File: config.mk
export PLATFORM = sky130hd
export DESIGN_NAME = aaa_annunciator
export DESIGN_NICKNAME = d
export VERILOG_FILES = /design/src/rtl/aaa_pkg.sv /design/src/rtl/aaa_annunciator.sv
export SDC_FILE = /design/constraint.sdc
export NUM_CORES = 1
export LEC_CHECK = 0
export ABC_AREA = 1
export BUFFER_PORTS_ARGS = -buffer_cell sky130_fd_sc_hd__buf_2
export CELL_PAD_IN_SITES_DETAIL_PLACEMENT = 2
export CELL_PAD_IN_SITES_GLOBAL_PLACEMENT = 2
export CORE_ASPECT_RATIO = 0.7
export CORE_MARGIN = 3
export CORE_UTILIZATION = 37
export CTS_BUF_LIST = sky130_fd_sc_hd__clkbuf_8
export DETAILED_ROUTE_END_ITERATION = 8
export GPL_TIMING_DRIVEN = 0
export PLACE_DENSITY_LB_ADDON = 0.1
export SETUP_SLACK_MARGIN = 0.1
export SYNTH_ARGS = -nofsm -noshare
export SYNTH_HDL_FRONTEND = slang
export SYNTH_SLANG_ARGS = --single-unit
File: constraint.sdc
create_clock -name clk -period 5.28 [get_ports clk]
set_input_delay 0.264 -clock clk [delete_from_list [all_inputs] [get_ports clk]]
set_output_delay 0.264 -clock clk [all_outputs]
set_load 0.01 [all_outputs]
File: src/rtl/aaa_pkg.sv
`default_nettype none
package aaa_pkg;
  // ****************************************
  // timing
  // ****************************************
  localparam int CLK_HZ   = 50_000_000;
  localparam int TICK_MS  = 100;
  localparam int TICK_DEF = CLK_HZ / 1000 * TICK_MS;
  localparam int TICK_W   = 24;
  localparam int FLASH_MS = 500;
  localparam int PAUSE_MS = 2500;
  localparam int BEEP_MS  = 100;
  localparam int BEEP_N   = 3;
  localparam int BPER_MS  = 20_000;
  localparam int BWIN_MS  = 300_000;
  localparam int DRAIN_MS = 180_000;
  localparam int ERASE_MS = 5000;
  localparam int LEAK_MS  = 10_000;
  localparam logic [11:0] T_FLASH = 12'(FLASH_MS / TICK_MS);
  localparam logic [11:0] T_PAUSE = 12'(PAUSE_MS / TICK_MS);
  localparam logic [11:0] T_BEEP  = 12'(BEEP_MS / TICK_MS);
  localparam logic [11:0] T_BSPAN = 12'(2 * BEEP_N * BEEP_MS / TICK_MS);
  localparam logic [11:0] T_BPER  = 12'(BPER_MS / TICK_MS);
  localparam logic [11:0] T_BWIN  = 12'(BWIN_MS / TICK_MS);
  localparam logic [11:0] T_DRAIN = 12'(DRAIN_MS / TICK_MS);
  localparam logic [11:0] T_ERASE = 12'(ERASE_MS / TICK_MS);
  localparam logic [11:0] T_LEAK  = 12'(LEAK_MS / TICK_MS);
  // ****************************************
  // limits and positions
  // ****************************************
  localparam logic [7:0]  TEMP_DOOR = 8'h37;
  localparam logic [7:0]  TEMP_COOL = 8'h41;
  localparam logic [7:0]  TEMP_HEAT = 8'h50;
  localparam logic [7:0]  LEAK_RPM  = 8'h37;
  localparam logic [7:0]  PULSE_RPM = 8'hFA;
  localparam logic [11:0] RPM_DIV   = 12'h00A;
  localparam logic [3:0]  POS_HEAT  = 4'h7;
  localparam logic [3:0]  POS_LEAK  = 4'h8;
  localparam logic [3:0]  POS_SPIN  = 4'h9;
  localparam logic [3:0]  POS_HIST  = 4'hB;
  localparam logic [3:0]  DISP_E    = 4'hE;
  localparam logic [1:0]  HIST_OLD  = 2'h2;
  localparam int          CORNER_N  = 3;
  // ****************************************
  // register map
  // ****************************************
  localparam logic [7:0] A_CTRL  = 8'h00;
  localparam logic [7:0] A_FAULT = 8'h04;
  localparam logic [7:0] A_STAT  = 8'h08;
  localparam logic [7:0] A_HIST  = 8'h0C;
  typedef enum logic [2:0] {
    FL_IDLE  = 3'b000,
    FL_RON   = 3'b001,
    FL_ROFF  = 3'b010,
    FL_YON   = 3'b011,
    FL_YOFF  = 3'b100,
    FL_PAUSE = 3'b101
  } aaa_fl_t;
  typedef struct packed {
    logic [22:0] rsv;
    logic heatReq;
    logic progSel;
    logic progRun;
    logic diag;
    logic panelDisp;
    logic [3:0] pos;
  } aaa_ctrl_t;
  typedef struct packed {
    logic [16:0] rsv;
    logic [1:0] corner;
    logic preDrain;
    logic userFlt;
    logic supplyFlt;
    logic cfgFlt;
    logic active;
    logic [7:0] code;
  } aaa_fault_t;
  typedef struct packed {
    logic [22:0] rsv;
    aaa_fl_t fl;
    logic [1:0] histIdx;
    logic drainDone;
    logic door;
    logic shown;
    logic buzzer;
  } aaa_stat_t;
  typedef struct packed {
    logic psel;
    logic penable;
    logic pwrite;
    logic [7:0] paddr;
    logic [31:0] pwdata;
  } aaa_apb_req_t;
  typedef struct packed {
    logic pready;
    logic pslverr;
    logic [31:0] prdata;
  } aaa_apb_rsp_t;
  typedef struct packed {
    logic runTouch;
    logic optTouch;
    logic levelLow;
    logic levelEmpty;
    logic motorStopped;
    logic [7:0] temp;
    logic [11:0] drumRpm;
  } aaa_sens_t;
  typedef struct packed {
    logic red;
    logic yellow;
    logic [CORNER_N-1:0] corner;
    logic others;
  } aaa_lamp_t;
endpackage
`default_nettype wire

File: src/rtl/aaa_annunciator.sv
// Behaviour
// - code flashes are 0.5 s on, 0.5 s off, 2.5 s pause between repeats
// - red flash count equals the fault family digit
// - yellow flash count equals the fault number digit
// - the common leading letter is never flashed
// - families A to F give ten to fifteen red flashes
// - configuration fault flashes every lamp together
// - lamp panel user fault blinks red and one corner lamp
// - display panel shows code, blinks yellow, beeps thrice per 20 s for the first five minutes
// - fault removal stops beeping and clears the shown code
// - faults shown while running; config and supply also at selection
// - door release needs low level, under 55 C, motor stopped
// - pre-release drain adds cooling water above 65 C
// - pre-release drain pumps until empty, at most three minutes
// - three newest fault codes kept and restored across power cycles
// - diagnostic position eleven shows the newest stored code
// - option touch steps to the next older stored code
// - run/pause touch returns to the newest stored code
// - leak-check and spin positions show drum rpm divided by ten
// - leak-check turns 55 rpm each way with 250 rpm pulses
// - heating test never heats above 80 C
// - both sensors held five seconds at position eleven erase history
`timescale 1ns/1ps
`default_nettype none
module aaa_annunciator #(
  parameter int TICK_CYC = aaa_pkg::TICK_DEF
) (
  input  wire logic                 clk,
  input  wire logic                 resetn,
  input  wire aaa_pkg::aaa_apb_req_t apbIn,
  output var  aaa_pkg::aaa_apb_rsp_t apbRsp,
  input  wire aaa_pkg::aaa_sens_t    sens,
  input  wire logic [23:0]          nvmLoad,
  output var  logic [23:0]          nvmImage,
  output var  logic                 nvmSave,
  output var  aaa_pkg::aaa_lamp_t    lamps,
  output var  logic                 buzzer,
  output var  logic [11:0]          dispValue,
  output var  logic                 dispFault,
  output var  logic                 doorRelease,
  output var  logic                 coolFill,
  output var  logic                 drainPump,
  output var  logic                 heaterOn,
  output var  logic [7:0]           motorRpm,
  output var  logic                 motorCw
);
  import aaa_pkg::*;
  // ****************************************
  // state
  // ****************************************
  typedef struct packed {
    aaa_apb_rsp_t rsp;
    aaa_ctrl_t ctrl;
    aaa_fault_t flt;
    logic [2:0][7:0] hist;
    logic restored;
    logic nvmSave;
    logic [1:0] histIdx;
    logic [TICK_W-1:0] tickCnt;
    logic tick;
    logic blink;
    logic [11:0] blinkTmr;
    aaa_fl_t fl;
    logic [11:0] flTmr;
    logic [3:0] flCnt;
    aaa_lamp_t lamps;
    logic [11:0] beepPer;
    logic [11:0] beepWin;
    logic buzzer;
    logic [11:0] drainTmr;
    logic drainDone;
    logic [11:0] eraseTmr;
    logic prevRun;
    logic prevOpt;
    logic door;
    logic cool;
    logic pump;
    logic heater;
    logic [7:0] motRpm;
    logic motCw;
    logic [11:0] leakTmr;
    logic [1:0] leakPh;
    logic [11:0] disp;
    logic dispFault;
  } aaa_st_t;
  aaa_st_t s_q, s_d;
  logic        wr, mapped, faultShown, cfgShow, showHist, flashSeq;
  logic        runRise, optRise, preAct;
  logic [7:0]  codeSel;
  logic [3:0]  fam, num;
  logic [11:0] bphase;
  aaa_fault_t  newF;
  assign wr = apbIn.psel && apbIn.penable && s_q.rsp.pready && apbIn.pwrite;
  assign mapped = apbIn.paddr == A_CTRL || apbIn.paddr == A_FAULT ||
                  apbIn.paddr == A_STAT || apbIn.paddr == A_HIST;
  assign newF = aaa_fault_t'(apbIn.pwdata);
  assign faultShown = s_q.flt.active && (s_q.ctrl.progRun || s_q.ctrl.diag ||
    ((s_q.flt.cfgFlt || s_q.flt.supplyFlt) && s_q.ctrl.progSel));
  assign cfgShow = faultShown && s_q.flt.cfgFlt;
  assign showHist = s_q.ctrl.diag && s_q.ctrl.pos == POS_HIST;
  assign flashSeq = showHist && !s_q.ctrl.panelDisp && !cfgShow;
  assign codeSel = s_q.hist[s_q.histIdx];
  assign fam = codeSel[7:4];
  assign num = codeSel[3:0];
  assign runRise = sens.runTouch && !s_q.prevRun;
  assign optRise = sens.optTouch && !s_q.prevOpt && !sens.runTouch;
  assign preAct = faultShown && s_q.flt.preDrain && !s_q.drainDone;
  assign bphase = s_q.beepPer / T_BEEP;
  // ****************************************
  // next state
  // ****************************************
  always_comb begin
    s_d = s_q;
    s_d.nvmSave = 1'b0;
    // apb slave, one wait state
    s_d.rsp.pready = apbIn.psel && apbIn.penable && !s_q.rsp.pready;
    s_d.rsp.pslverr = s_d.rsp.pready && !mapped;
    s_d.rsp.prdata = '0;
    if (s_d.rsp.pready && !apbIn.pwrite) begin
      unique case (apbIn.paddr)
        A_CTRL:  s_d.rsp.prdata = s_q.ctrl;
        A_FAULT: s_d.rsp.prdata = s_q.flt;
        A_STAT:  s_d.rsp.prdata = aaa_stat_t'{rsv: '0, fl: s_q.fl,
                   histIdx: s_q.histIdx, drainDone: s_q.drainDone,
                   door: s_q.door, shown: faultShown,
                   buzzer: s_q.buzzer};
        A_HIST:  s_d.rsp.prdata = {8'h00, s_q.hist};
        default: s_d.rsp.prdata = '0;
      endcase
    end
    // tick and blink
    s_d.tick = s_q.tickCnt == TICK_W'(TICK_CYC - 1);
    s_d.tickCnt = s_d.tick ? '0 : s_q.tickCnt + 1'b1;
    if (s_q.tick) begin
      if (s_q.blinkTmr == T_FLASH - 12'h001) begin
        s_d.blinkTmr = '0;
        s_d.blink = !s_q.blink;
      end else begin
        s_d.blinkTmr = s_q.blinkTmr + 12'h001;
      end
    end
    // flash sequencer
    if (!flashSeq) begin
      s_d.fl = FL_IDLE;
      s_d.flTmr = '0;
    end else if (s_q.tick) begin
      if (s_q.fl != FL_IDLE && s_q.flTmr != '0) begin
        s_d.flTmr = s_q.flTmr - 12'h001;
      end else begin
        unique case (s_q.fl)
          FL_IDLE: begin
            if (fam != '0) begin
              s_d.fl = FL_RON;
              s_d.flCnt = fam;
              s_d.flTmr = T_FLASH - 12'h001;
            end else if (num != '0) begin
              s_d.fl = FL_YON;
              s_d.flCnt = num;
              s_d.flTmr = T_FLASH - 12'h001;
            end else begin
              s_d.fl = FL_PAUSE;
              s_d.flTmr = T_PAUSE - 12'h001;
            end
          end
          FL_RON: begin
            s_d.fl = FL_ROFF;
            s_d.flTmr = T_FLASH - 12'h001;
          end
          FL_ROFF: begin
            if (s_q.flCnt > 4'h1) begin
              s_d.fl = FL_RON;
              s_d.flCnt = s_q.flCnt - 4'h1;
              s_d.flTmr = T_FLASH - 12'h001;
            end else if (num != '0) begin
              s_d.fl = FL_YON;
              s_d.flCnt = num;
              s_d.flTmr = T_FLASH - 12'h001;
            end else begin
              s_d.fl = FL_PAUSE;
              s_d.flTmr = T_PAUSE - 12'h001;
            end
          end
          FL_YON: begin
            s_d.fl = FL_YOFF;
            s_d.flTmr = T_FLASH - 12'h001;
          end
          FL_YOFF: begin
            if (s_q.flCnt > 4'h1) begin
              s_d.fl = FL_YON;
              s_d.flCnt = s_q.flCnt - 4'h1;
              s_d.flTmr = T_FLASH - 12'h001;
            end else begin
              s_d.fl = FL_PAUSE;
              s_d.flTmr = T_PAUSE - 12'h001;
            end
          end
          FL_PAUSE: s_d.fl = FL_IDLE;
          default:  s_d.fl = FL_IDLE;
        endcase
      end
    end
    // lamps
    s_d.lamps = '0;
    if (cfgShow) begin
      s_d.lamps.red = s_q.blink;
      s_d.lamps.yellow = s_q.blink;
      s_d.lamps.corner = {CORNER_N{s_q.blink}};
      s_d.lamps.others = s_q.blink;
    end else if (faultShown && !s_q.ctrl.panelDisp && s_q.flt.userFlt) begin
      s_d.lamps.red = s_q.blink;
      s_d.lamps.corner[s_q.flt.corner] = s_q.blink;
    end else if (faultShown && s_q.ctrl.panelDisp) begin
      s_d.lamps.yellow = s_q.blink;
    end else if (flashSeq) begin
      s_d.lamps.red = s_q.fl == FL_RON;
      s_d.lamps.yellow = s_q.fl == FL_YON;
    end
    // beeps
    if (!(faultShown && s_q.ctrl.panelDisp)) begin
      s_d.beepPer = '0;
      s_d.beepWin = '0;
      s_d.buzzer = 1'b0;
    end else begin
      s_d.buzzer = s_q.beepWin < T_BWIN && s_q.beepPer < T_BSPAN &&
                   !bphase[0];
      if (s_q.tick && s_q.beepWin < T_BWIN) begin
        s_d.beepWin = s_q.beepWin + 12'h001;
        s_d.beepPer = (s_q.beepPer == T_BPER - 12'h001) ? '0 :
                      s_q.beepPer + 12'h001;
      end
    end
    // display
    s_d.dispFault = 1'b0;
    s_d.disp = '0;
    if (faultShown && s_q.ctrl.panelDisp) begin
      s_d.dispFault = 1'b1;
      s_d.disp = {DISP_E, s_q.flt.code};
    end else if (s_q.ctrl.diag && (s_q.ctrl.pos == POS_LEAK ||
                 s_q.ctrl.pos == POS_SPIN)) begin
      s_d.disp = sens.drumRpm / RPM_DIV;
    end else if (showHist && s_q.ctrl.panelDisp) begin
      s_d.disp = {DISP_E, codeSel};
    end
    // pre-release drain and door
    s_d.cool = preAct && sens.temp > TEMP_COOL;
    s_d.pump = preAct && sens.temp <= TEMP_COOL;
    if (!faultShown) begin
      s_d.drainDone = 1'b0;
      s_d.drainTmr = '0;
    end else if (s_q.pump) begin
      if (sens.levelEmpty || s_q.drainTmr == T_DRAIN - 12'h001) begin
        s_d.drainDone = 1'b1;
      end else if (s_q.tick) begin
        s_d.drainTmr = s_q.drainTmr + 12'h001;
      end
    end
    s_d.door = faultShown && sens.levelLow && sens.temp < TEMP_DOOR &&
               sens.motorStopped &&
               (!s_q.flt.preDrain || s_q.drainDone);
    // heating and leak check
    s_d.heater = s_q.ctrl.diag && s_q.ctrl.pos == POS_HEAT &&
                 s_q.ctrl.heatReq && sens.temp <= TEMP_HEAT;
    if (s_q.ctrl.diag && s_q.ctrl.pos == POS_LEAK) begin
      if (s_q.tick) begin
        if (s_q.leakTmr == T_LEAK - 12'h001) begin
          s_d.leakTmr = '0;
          s_d.leakPh = (s_q.leakPh == 2'h2) ? 2'h0 : s_q.leakPh + 2'h1;
        end else begin
          s_d.leakTmr = s_q.leakTmr + 12'h001;
        end
      end
      s_d.motRpm = (s_q.leakPh == 2'h2) ? PULSE_RPM : LEAK_RPM;
      s_d.motCw = s_q.leakPh != 2'h1;
    end else begin
      s_d.leakTmr = '0;
      s_d.leakPh = 2'h0;
      s_d.motRpm = '0;
      s_d.motCw = 1'b0;
    end
    // history
    s_d.prevRun = sens.runTouch;
    s_d.prevOpt = sens.optTouch;
    if (!s_q.restored) begin
      s_d.restored = 1'b1;
      s_d.hist = nvmLoad;
    end
    if (!showHist) begin
      s_d.histIdx = '0;
      s_d.eraseTmr = '0;
    end else begin
      if (runRise) begin
        s_d.histIdx = '0;
      end else if (optRise && s_q.histIdx != HIST_OLD) begin
        s_d.histIdx = s_q.histIdx + 2'h1;
      end
      if (!(sens.runTouch && sens.optTouch)) begin
        s_d.eraseTmr = '0;
      end else if (s_q.tick && s_q.eraseTmr != T_ERASE) begin
        s_d.eraseTmr = s_q.eraseTmr + 12'h001;
        if (s_d.eraseTmr == T_ERASE) begin
          s_d.hist = '0;
          s_d.histIdx = '0;
          s_d.nvmSave = 1'b1;
        end
      end
    end
    // register writes
    if (wr && apbIn.paddr == A_CTRL) begin
      s_d.ctrl = aaa_ctrl_t'(apbIn.pwdata);
      s_d.ctrl.rsv = '0;
    end
    if (wr && apbIn.paddr == A_FAULT) begin
      s_d.flt = newF;
      s_d.flt.rsv = '0;
      if (newF.active && !s_q.flt.active) begin
        s_d.hist = {s_q.hist[1:0], newF.code};
        s_d.histIdx = '0;
        s_d.nvmSave = 1'b1;
      end
    end
  end
  always_ff @(posedge clk or negedge resetn) begin
    if (!resetn) begin
      s_q <= '0;
    end else begin
      s_q <= s_d;
    end
  end
  assign apbRsp = s_q.rsp;
  assign nvmImage = s_q.hist;
  assign nvmSave = s_q.nvmSave;
  assign lamps = s_q.lamps;
  assign buzzer = s_q.buzzer;
  assign dispValue = s_q.disp;
  assign dispFault = s_q.dispFault;
  assign doorRelease = s_q.door;
  assign coolFill = s_q.cool;
  assign drainPump = s_q.pump;
  assign heaterOn = s_q.heater;
  assign motorRpm = s_q.motRpm;
  assign motorCw = s_q.motCw;
endmodule
`default_nettype wire

== Word level (Yosys, flattened, before mapping) ==
Cells that the tools add are included.

* Add/sub/neg operators: 11
* Multiply operators: 0
* Div/mod/pow operators: 1
* Magnitude comparators: 10
* Eq/ne operators: 33
* Shifts and indexed selects: 0
* Muxes and demuxes: 67
* Bitwise gates (word level): 2
* Reduce and logical (&&, ||, !) cells: 80

{| class="wikitable"
|+ Operator list
! operator !! count
|-
| 24-bit 2-to-1 mux || 8
|-
| 12-bit 2-to-1 mux || 12
|-
| 24-bit case mux with 4 select lines || 1
|-
| 12-bit by 1-bit adder with 12-bit output (second input constant) || 6
|-
| 19-bit 2-to-1 mux || 3
|-
| 25-bit 2-to-1 mux || 2
|-
| 12-bit case mux with 4 select lines || 1
|-
| 15-bit 2-to-1 mux || 3
|-
| 1-bit logical AND || 43
|-
| 32-bit 2-to-1 mux || 1
|-
| 13-bit 2-to-1 mux || 2
|-
| 24-bit by 1-bit adder with 24-bit output (second input constant) || 1
|-
| 24-bit by 23-bit equality test with 1-bit output (second input constant) || 1
|-
| 23-bit 2-to-1 mux || 1
|-
| 3-bit 2-to-1 mux || 7
|-
| 2-bit != test (second input constant) || 9
|-
| 8-bit binary-select mux with 2-bit select || 1
|-
| 8-bit by 4-bit equality test with 1-bit output (second input constant) || 2
|-
| 8-bit by 7-bit <= comparator with 1-bit output (second input constant) || 2
|-
| 8-bit 2-to-1 mux || 2
|-
| 3-bit case mux with 5 select lines || 1
|-
| 14-bit 2-to-1 mux || 1
|-
| 1-bit zero test || 13
|-
| 12-bit by 4-bit divider with 12-bit output (second input constant) || 1
|-
| 44 further kinds || 80
|}

* Flip-flop bits (word level): 241
* Latch bits: 0
* RAM bits: 0
* ROM bits: 0
* Input bits: 94
* Output and inout port bits: 92
* Word-level logic and storage cells: 255
* Memories: 0

== Depth between registers and ports, before layout ==
Gate-level depths: netlist of run 1.

* Depth after elaboration: 12
* Mapped depth: 38
* Gate-level depth less buffers: 38

== Worst setup path before layout of run 1 ==
No wires, ideal clock.

* Path type: input port to flip-flop
* Start point: in sens[10] (netlist bit)
* End point: reg s_q, in the netlist dispValue[0]
* Library setup time: 73 ps
* Data arrival time: 2625 ps
* Required time: 5207 ps
* Path slack: 2582 ps
* Stages on the path: 35
* Path buffers: 0
* Cell sequence: o21ai_2 > nand2_2 > nand3_2 > nand2_2 > nand2_2 > nand2_1 > nand2_2 > nand2_4 > nand2_4 > nand2_1 > nand2_1 > nand2_1 > nand3_1 > nand2_2 > inv_1 > nand3_2 > nand2_2 > nand2_2 > nand2_4 > nand2_2 > nand2_2 > nand2_2 > inv_2 > nand2_2 > nand2_2 > nand2_2 > nand2_2 > inv_2 > nand2_1 > nand2_1 > nand2_1 > nand2_1 > nand2_1 > nand2_1 > a21oi_2

{| class="wikitable"
|+ RTL lines
! item !! RTL line !! RTL
|-
| start, declared || aaa_annunciator.sv:32 || <nowiki>input wire aaa_pkg::aaa_sens_t sens,</nowiki>
|-
| end signal, assigned || aaa_annunciator.sv:324 || <nowiki>s_q <= '0;</nowiki>
|-
| end signal, assigned || aaa_annunciator.sv:326 || <nowiki>s_q <= s_d;</nowiki>
|-
| end, declared || aaa_annunciator.sv:86 || <nowiki>aaa_st_t s_q, s_d;</nowiki>
|}

== Worst setup path in the final report of run 1 ==
* Start point: reg s_q[130] (netlist bit)
* End point: reg s_q[99] (netlist bit)

* Word-level cells in the longest chain between the ends: 1

{| class="wikitable"
|+ RTL lines
! item
|-
| 5-bit AND reduction (no source line)
|}

Every way passes these cells.
A chain may end at the register's enable or synchronous reset.

==> results of run 1 <==
flip-flops by register name (all words and copies together), names as in the netlist, 3 cells and up:
signal     flops
s_q          149
apbRsp        26
nvmImage      24
dispValue     10
lamps          6
motorRpm       3
power by group through the flow:
stage	combinational, W	clock, W	sequential [W]
3_5_place_dp	0.000467	0	0.00181
2_1_floorplan	0.000284	0	0.00179
3_3_place_gp	0.000441	0	0.00181
6_report	0.000476	0.00178	0.00178
4_1_cts	0.000481	0.00183	0.00178
5_1_grt	0.000537	0.00192	0.00178
cell type report:
cell class / count / share of cell area, %
plain buffers: 113 / 5.02
clock buffers: 57 / 5.33
clock inverters: 15 / 0.578
inverters: 246 / 6.27
multi-input cells: 950 / 33.6
flip-flops and latches: 226 / 38.4
well taps: 427 / 3.63
repair buffers: 181 / 7.20
critical path, delay by kind of cell, from the launching register on:
kind                   cells  cell delay [ns]
buffers and inverters      3             1.03
AND/OR/NAND/NOR            2             1.09
flip-flops                 1             0.68
AO/OA/AOI/OAI              2             0.55
routing by layer:
metal	share of wire (%)	vias up
li1	-	5404
met1	48	5841
met2	46	221
met3	3.7	65
met4	2.0	0
met5	0	-
path summary, 6_finish.rpt:
| check | endpoint | slack (ns) |
|---|---|---|
| min in group asynchronous | s_q[25] | 0.08 |
| worst max-delay path | s_q[99] | 1.81 |
| max in group asynchronous | apbRsp[12] | 3.82 |
| worst min register to register | motorRpm[2] | 0.46 |
| worst min-delay path | nvmImage[6] | 0.03 |
| worst max register to register | s_q[99] | 1.81 |
logic make-up (layout without fill, tap and decap cells):
logic type	Yosys count	count (layout)	share of synthesized area [%]
buffers and inverters	359	612	13.6
XOR/XNOR	34	34	2.44
adder cells (fa/ha/maj)	14	14	1.43
other	2	9	0.0614
flip-flops	226	226	46.3
AO/OA/AOI/OAI	298	298	14.1
AND/OR/NAND/NOR	592	592	21.9
multiplexers	3	3	0.266
cell usage in the layout (no fill, tap or decap), types with 14 or more instances in the layout:
cell type	instances
sky130_fd_sc_hd__clkbuf_8	57
sky130_fd_sc_hd__nor4_1	21
sky130_fd_sc_hd__nor3_1	45
sky130_fd_sc_hd__inv_1	247
sky130_fd_sc_hd__buf_4	84
sky130_fd_sc_hd__ha_1	14
sky130_fd_sc_hd__nand2_2	21
sky130_fd_sc_hd__dfrtp_1	226
sky130_fd_sc_hd__o21ai_0	105
sky130_fd_sc_hd__o22ai_1	47
sky130_fd_sc_hd__dlygate4sd3_1	20
sky130_fd_sc_hd__nand2_1	250
sky130_fd_sc_hd__clkbuf_1	28
sky130_fd_sc_hd__xor2_1	28
sky130_fd_sc_hd__a21oi_1	82
sky130_fd_sc_hd__nand4_1	25
sky130_fd_sc_hd__nor2_1	129
sky130_fd_sc_hd__nand3_1	71
sky130_fd_sc_hd__buf_2	158
metrics by stage:
| step | utilization [%] | hold slack (ns) | instances | setup TNS, ns | instance area [um2] |
|---|---|---|---|---|---|
| after floorplan | - | -0.0316 | 1535 | 0 | 12300 |
| after detailed placement | 42.1 | 0.0591 | 2123 | 0 | 13700 |
| final | 45.4 | 0.0300 | 2215 | 0 | 14700 |
| after CTS | 45.4 | 0.00719 | 2215 | 0 | 14700 |
| after global placement | 41.9 | 0.438 | 2121 | -79.71 | 13600 |
| after global routing | 45.4 | 0.0345 | 2215 | 0 | 14700 |
==> results.txt, run 1 <==
STA classifies the critical path endpoint as a register. For the final database, setup skew stands at 0.0138 ns. The data required time at the worst endpoint was 5.72 ns; the via count of the first global-routing pass was 12.7k. For this run, the number of Yosys warnings is 0. After filler insertion, the fill cell instance count of the layout stands at 3,698. For this block, the via count after detailed routing is 11.5k. OpenSTA, run right after detailed placement, puts the worst setup slack at 1.69 ns. The final-report max-slew violation count came out at 0.

The first-pass GRT wire length is 71.6 mm. The die covers 0.0353 mm2. TritonCTS built the clock tree. The combined area of the multi-input logic cells was 0.00495 mm2; the count of input and output buffers was 159. The initial utilization of the core area, before any placement, comes to 37.7%.

Setup repair after global routing left no endpoint under its margin. The number of sinks handled by clock tree synthesis was 226. For the maximum clock insertion buffer count, the log shows 3. Largest area contributor in the netlist: sky130_fd_sc_hd__dfrtp_1. Gates resized during post-CTS repair numbered 0. The run gives 44.1% as the clock network fraction of total power. For this design the top-level I/O count stands at 186.

The remaining antenna violation count is 0, and the number of enable-type register cells in the synthesized netlist is 0. For this run, the total global-route usage over all layers was measured as 25.6%. The area share of the largest cell type after synthesis works out to 46.3%.

Setup violations remaining at the end of the flow were counted as 0. Among the stages of the critical path, the cell type that occurs most often is sky130_fd_sc_hd__inv_1. After global routing, the most crowded layer is met2. The run gives 7.33 nW as the standby leakage power. The floorplan has 55 rows. The category of the worst setup path launch point is a register.

After clock tree synthesis, the setup repair step added 0 buffers. The worst slew margin relative to its limit is 15.1%, and the pin count of the biggest net entering global routing is 114. In this run the critical register-to-register path is launched from s_q[130]. The classification of the worst-slack hold path was input pin to register. In this run the power spent charging and discharging nets is 0.00111 W. The logs give 0.00292 W for the internal power and 20 for the hold buffer count at cts. For this run, the post-layout net count is 1,866. The predominant post-synthesis flop cell is sky130_fd_sc_hd__dfrtp_1.

The average instance in the mapped netlist occupies 8.00 um2. For the pin with the worst max-slew slack, the measured transition is 1.26 ns. The mean number of vias per cell was 5.21; the power share of the combinational group was 11.8%. The final critical delay including setup and external delays is 3.47 ns, and the met2 track demand over resource in global routing is 42.1%.

The tools report the sequential cell area in the final layout as 0.00566 mm2. The number of optimization iterations in the first detailed-route pass is 5. The critical path starts at s_q[130]. The relative area change from synthesis to final layout came out at 20.5%. Power spread over the standard cell area amounts to 274 mW/mm2. Summing every instance area after synthesis gives 0.0122 mm2. The largest single stage delay on the critical path is 0.80 ns.

The flow ran to the end, and the final reports show no timing, DRC or antenna violations. The maximum frequency from static timing analysis is 0.288 GHz. Sequential power share: 44.1%. Along the worst path, the maximum fanout reaches 10. The run gives 3.45% as the met3 usage. The depth of the most critical reg-to-reg path works out to 7. The met1 demand-to-capacity share in global routing came out at 36.2%.

Sorting the synthesized cells by how often they occur yields sky130_fd_sc_hd__nand2_1 (250), sky130_fd_sc_hd__inv_1 (235), sky130_fd_sc_hd__dfrtp_1 (226). For this run, asynchronously set or reset flops after synthesis account for 100%. Register bit total from synthesis: 226. Clock tree synthesis selected as its root buffer the cell sky130_fd_sc_hd__clkbuf_8. For the final routed wirelength across all metal layers, the log shows 45.1 mm. The number of antenna diodes in the final layout is 0. For the worst-skew pair, the clock arrives at the later sink with an insertion delay of 0.56 ns. For this design, the slowest cell found on the critical path is sky130_fd_sc_hd__nor4_1. The critical path is of the register to register type. The CTS buffer count is 40, and the clock-pin slew on the worst setup and hold paths is 0.06 ns. The run gives 0 as the number of hold violations in the final report. The logs give 649 for the violation count after the first detailed-route iteration and 3.92 ns for the signal arrival time at the worst endpoint. Dividing the final minimum period by the clock period gives 65.8%. The most used standard cell by instance count after synthesis was sky130_fd_sc_hd__nand2_1. The HPWL after detailed placement was 33.5 mm; the average detailed-routed wire length per instance was 20.3 um. The run gives 54 as the number of unique standard cell types used by synthesis. The run gives 1.81 ns as the final worst-path setup slack. The critical hold path startpoint was nvmLoad[6].

Net switching is 27.6% of the power. For the number of DRC violations after detailed routing, the log shows 0. For this run the aggregate overflow at the end of global routing stands at 0.

Along the worst hold path, the cell count comes to 3. The fraction of layout cells with a size suffix above 1 came out at 19.7%. The tools report the number of antenna violations at the first check in global routing as 0.

Walking the worst path, the cells encountered are clkbuf_1 > inv_1 > nor2_1 > inv_1 > nor4_1 > o21ai_0 > a22o_1. For the area of the core, the log shows 0.0324 mm2. The post-synthesis cell count was 1,528; the post-synthesis sequential area ratio was 46.3%. In this run the number of H-tree levels came out at 2. The horizontal die dimension is 223 um. The congestion estimate from routability-driven global placement came to 0.891.

The total power was 0.00403 W. By area the synthesized netlist is led by sky130_fd_sc_hd__dfrtp_1 (46%), sky130_fd_sc_hd__nand2_1 (7.7%), sky130_fd_sc_hd__inv_1 (7.2%). The worst vdd rail ir drop was 0.180 mV; the vertical extent of the die was 158 um. The tool flagged a number of max-cap violations equal to 0.
Power figures use the tool's default switching activity.
==> run 2: changes to the inputs <==
ABC_AREA = 0   (was 1)
CORE_UTILIZATION = 33   (was 37)
clock period = 2.9 ns   (was 5.28 ns; I/O delays follow)
==> run 2 against run 1 <==
Core utilization shrank 2.6 points. Sequential power grew 84%. Worst hold slack gained 0.041 ns. First-iteration DRC count shrank 22%. Critical path type unchanged. Largest cell class is now multi-input combinational cells. Critical endpoint unchanged. Cell count shrank 5.1%. Routed wire length shrank 3.4%.
==> results.txt, run 2 <==
Most frequent cells in the layout: sky130_fd_sc_hd__dfrtp_1 (223), sky130_fd_sc_hd__buf_2 (157), sky130_fd_sc_hd__nor2_1 (136) (was sky130_fd_sc_hd__nand2_1 (250), sky130_fd_sc_hd__inv_1 (247), sky130_fd_sc_hd__dfrtp_1 (226)). Fraction of layout cells with a size suffix above 1: 26.0% (was 19.7%). Area share of the largest cell type after synthesis: 45.8% (was 46.3%). The number of unique standard cell types used by synthesis was 83 (was 54); the total overflow reported by the global router was 0 (unchanged). The vertical extent of the die is 168 um (was 158 um).

Top cells by instance count after synthesis: sky130_fd_sc_hd__dfrtp_1 (226), sky130_fd_sc_hd__nor2_1 (141), sky130_fd_sc_hd__nand2_1 (110) (was sky130_fd_sc_hd__nand2_1 (250), sky130_fd_sc_hd__inv_1 (235), sky130_fd_sc_hd__dfrtp_1 (226)). Kind of critical path: register to register (unchanged). For the net count of the finished layout, the log shows 1,700 (was 1,866). Setup repair after global routing could not meet its margin everywhere. The share of flip-flops with an asynchronous set or reset after synthesis was 100% (unchanged); the number of antenna violations at the first check in global routing was 0 (unchanged).

The run gives 0.00527 W (was 0.00292 W) as the internal power. The run gives 3 (unchanged) as the maximum clock insertion buffer count. The HPWL after detailed placement came out at 30.8 mm (was 33.5 mm). The post-synthesis instance area came out at 0.0124 mm2 (was 0.0122 mm2). The most congested layer reported by global routing was met2 (unchanged). The register bit total from synthesis is 226 (unchanged), and the CTS buffer count is 40 (unchanged).

Setup skew after layout: 0.0325 ns (was 0.0138 ns). The top fanout value on the critical path is 6 (was 10). The logs give 509 (was 649) for the violation count after the first detailed-route iteration and 11.9k (was 12.7k) for the via count of the first global-routing pass. The nature of the critical path endpoint was a register (unchanged).

The final routed wirelength across all metal layers came out at 43.5 mm (was 45.1 mm). The cell area power density was 458 mW/mm2 (was 274 mW/mm2). The met2 track demand over resource in global routing was 34.7% (was 42.1%); the signal arrival time at the worst endpoint was 3.10 ns (was 3.92 ns). The number of DRC violations after detailed routing is 0 (unchanged). The total routing usage reported by global routing is 21.7% (was 25.6%), and the worst slew margin relative to its limit is 20.8% (was 15.1%). The area of the core was 0.0364 mm2 (was 0.0324 mm2). The tools report the category of the worst setup path launch point as a register (unchanged). Maximum frequency from static timing analysis: 0.372 GHz (was 0.288 GHz). Per-instance average area after synthesis: 9.44 um2 (was 8.00 um2). The horizontal die dimension is 237 um (was 223 um). The met3 usage was 3.16% (was 3.45%); the first-pass GRT wire length was 69.7 mm (was 71.6 mm). The logs give 3.32 ns (was 5.72 ns) for the data required time at the worst endpoint and 10.3% (was 11.8%) for the power share of the combinational group. The sequential power share was 45.7% (was 44.1%); the pin count of the biggest net entering global routing was 85 (was 114). The final critical delay including setup and external delays was 2.69 ns (was 3.47 ns); the cell row count was 58 (was 55). The max capacitance violation total was 0 (unchanged). The tools report the total I/O pin count as 186 (unchanged). The worst vdd rail ir drop is 0.238 mV (was 0.180 mV), and the starting utilization of the core area is 33.9% (was 37.7%). Clock network fraction of total power: 44.1% (about the same). The clock tree root driver cell is sky130_fd_sc_hd__clkbuf_8 (unchanged). TritonCTS built the clock tree. The tools report the final-layout setup total negative slack as 0 ns (unchanged).

For the number of H-tree levels, the log shows 2 (unchanged). Largest cells by area after synthesis: sky130_fd_sc_hd__dfrtp_1 (46%), sky130_fd_sc_hd__buf_4 (5.2%), sky130_fd_sc_hd__nor2_1 (4.3%) (was sky130_fd_sc_hd__dfrtp_1 (46%), sky130_fd_sc_hd__nand2_1 (7.7%), sky130_fd_sc_hd__inv_1 (7.2%)). The final worst-path setup slack is 0.215 ns (was 1.81 ns). The run gives 0.0398 mm2 (was 0.0353 mm2) as the die outline area. The number of hold violations in the final report is 0 (unchanged), and the final-report max-slew violation count is 0 (unchanged). The number of enable-type register cells in the synthesized netlist came out at 0 (unchanged).

The mean number of vias per cell is 5.23 (was 5.21), and the post-route cell area is 0.0156 mm2 (was 0.0147 mm2). The number of optimization iterations in the first detailed-route pass is 4 (was 5), and the relative area change from synthesis to final layout is 26.5% (was 20.5%). The count of filler cells inserted in the layout is 3,981 (was 3,698), and the later-pin clock latency in the skew report is 0.56 ns (about the same).

The ratio of final minimum period to clock period came out at 92.6% (was 65.8%). Register with the most flip-flops: s_q (unchanged). The run gives 0.00188 W (was 0.00111 W) as the net switching power. The classification of the worst-slack hold path was input pin to register (unchanged). The via total after detailed routing came out at 11.0k (was 11.5k). The average detailed-routed wire length per instance came out at 20.7 um (was 20.3 um). The most common library cell in the layout ignoring fill and taps was sky130_fd_sc_hd__dfrtp_1 (was sky130_fd_sc_hd__nand2_1). For the routability-driven placement congestion ratio, the log shows 0.787 (was 0.891). For the cell area after placement, the log shows 0.0139 mm2 (was 0.0137 mm2).

The met1 demand-to-capacity share in global routing was 31.7% (was 36.2%). The flow ran to the end, and the final reports show no timing, DRC or antenna violations. The clock-pin slew on the worst setup and hold paths came out at 0.07 ns (was 0.06 ns).

The fraction of power spent switching nets works out to 26.3% (was 27.6%). The post-synthesis sequential area ratio is 45.8% (was 46.3%). The post-synthesis cell count was 1,309 (was 1,528); the count of warnings emitted by yosys was 0 (unchanged).

The remaining antenna violation count is 0 (unchanged), and the transition time of the tightest slew-check pin is 1.18 ns (was 1.26 ns). For the number of sinks handled by clock tree synthesis, the log shows 226 (unchanged). The setup-violating endpoint count in the final report was 0 (unchanged). The predominant post-synthesis flop cell is sky130_fd_sc_hd__dfrtp_1 (unchanged). The count of input and output buffers is 156 (was 159). The most used standard cell by instance count after synthesis was sky130_fd_sc_hd__dfrtp_1 (was sky130_fd_sc_hd__nand2_1). The tools report the standby leakage power as 7.22 nW (was 7.33 nW).

Largest area contributor in the netlist: sky130_fd_sc_hd__dfrtp_1 (unchanged). The tools report the worst slack at placement as -0.943 ns (was 1.69 ns). The tools report the number of antenna cells inserted as 0 (unchanged). The flip-flop count of the largest register, all copies and words added came out at 149 (unchanged).
run 2: changes by cell type after synthesis, sizes merged, moves of 20 or more:
cell	delta
a21oi	-26
nand3	-37
nand2	-166
o22ai	-35
or3	+20
nor3	-21
inv	-203
mux2i	+43
mux2	+22
xnor2	+35
run 2: path summary, 6_finish.rpt:
check | from | end | slack, ns | cells after the start
max in group asynchronous | resetn | s_q[107] | 1.86 | 3
worst max register to register | s_q[107] | s_q[99] | 0.21 | 10
min in group asynchronous | resetn | nvmImage[12] | 0.14 | 2
worst min-delay path | apbIn[35] | s_q[221] | 0.07 | 3
worst min register to register | s_q[14] | motorRpm[2] | 0.46 | 1
worst max-delay path | s_q[107] | s_q[99] | 0.21 | 10
run 2: cells by family (layout without fill, tap and decap cells):
group	after synthesis	count (layout)	share of synthesized area [%]
buffers and inverters	173	478	8.17
xor gates and xnor gates	77	77	5.46
adders and majority gates	20	20	1.90
and+or+nand+nor	477	477	19.1
DFF	226	226	45.8
other	2	9	0.0608
AOI/OAI and AO/OA	266	266	13.7
muxes	68	68	5.75
run 2: per-stage QoR:
stage	total power, W	cells	util, %	hold slack [ns]
2_1_floorplan	0.00364	1316	-	-0.151
3_5_place_dp	0.00396	1955	38.1	0.153
6_report	0.00716	2101	42.9	0.0711
4_1_cts	0.00724	2083	42.2	0.0151
3_3_place_gp	0.00393	1952	37.8	0.341
5_1_grt	0.00750	2101	42.9	0.0697
run 2: layout make-up:
cell class	instances	area, um2	area share (%)
timing repair buffer	236	1570	10.1
inverter	37	139	0.889
buffer	134	896	5.73
sequential	226	5660	36.2
clock buffer	54	743	4.76
tap	480	601	3.84
clock inverter	17	95.1	0.609
multi-input combinational	917	5920	37.9
run 2: power by group through the flow:
| stage | logic (W) | clock network, W | registers [W] |
|---|---|---|---|
| CTS | 0.000704 | 0.00327 | 0.00326 |
| global route | 0.000808 | 0.00342 | 0.00327 |
| global placement | 0.000605 | 0 | 0.00332 |
| detailed placement | 0.000635 | 0 | 0.00332 |
| finish | 0.000735 | 0.00315 | 0.00327 |
| floorplan | 0.000362 | 0 | 0.00328 |
run 2: layer usage:
metal,vias to the layer above,share of wire (%)
li1,5101,-
met1,5683,50
met2,154,45
met3,50,3.0
met4,0,1.5
met5,-,0
run 2: worst max-delay path, cell delays in order, from the launching register on:
cell,delay [ns]
sky130_fd_sc_hd__dfrtp_2,0.41
sky130_fd_sc_hd__or3_4,0.39
sky130_fd_sc_hd__or4_4,0.46
sky130_fd_sc_hd__or3_4,0.46
sky130_fd_sc_hd__nand2_4,0.10
sky130_fd_sc_hd__and2_4,0.17
sky130_fd_sc_hd__nand4b_1,0.12
sky130_fd_sc_hd__buf_6,0.17
sky130_fd_sc_hd__a21o_1,0.16
sky130_fd_sc_hd__nand2_1,0.06
sky130_fd_sc_hd__o21ai_0,0.07
run 2: timing repair:
action                                  in CTS  in global routing
buffers inserted                             3                 19
hold buffers                                55                  0
endpoints found under the setup margin      52                 62
gates resized for setup                     28                 40
endpoints found under the hold margin      135                  0
cloned                                       0                  0
pin swaps                                    2                 11
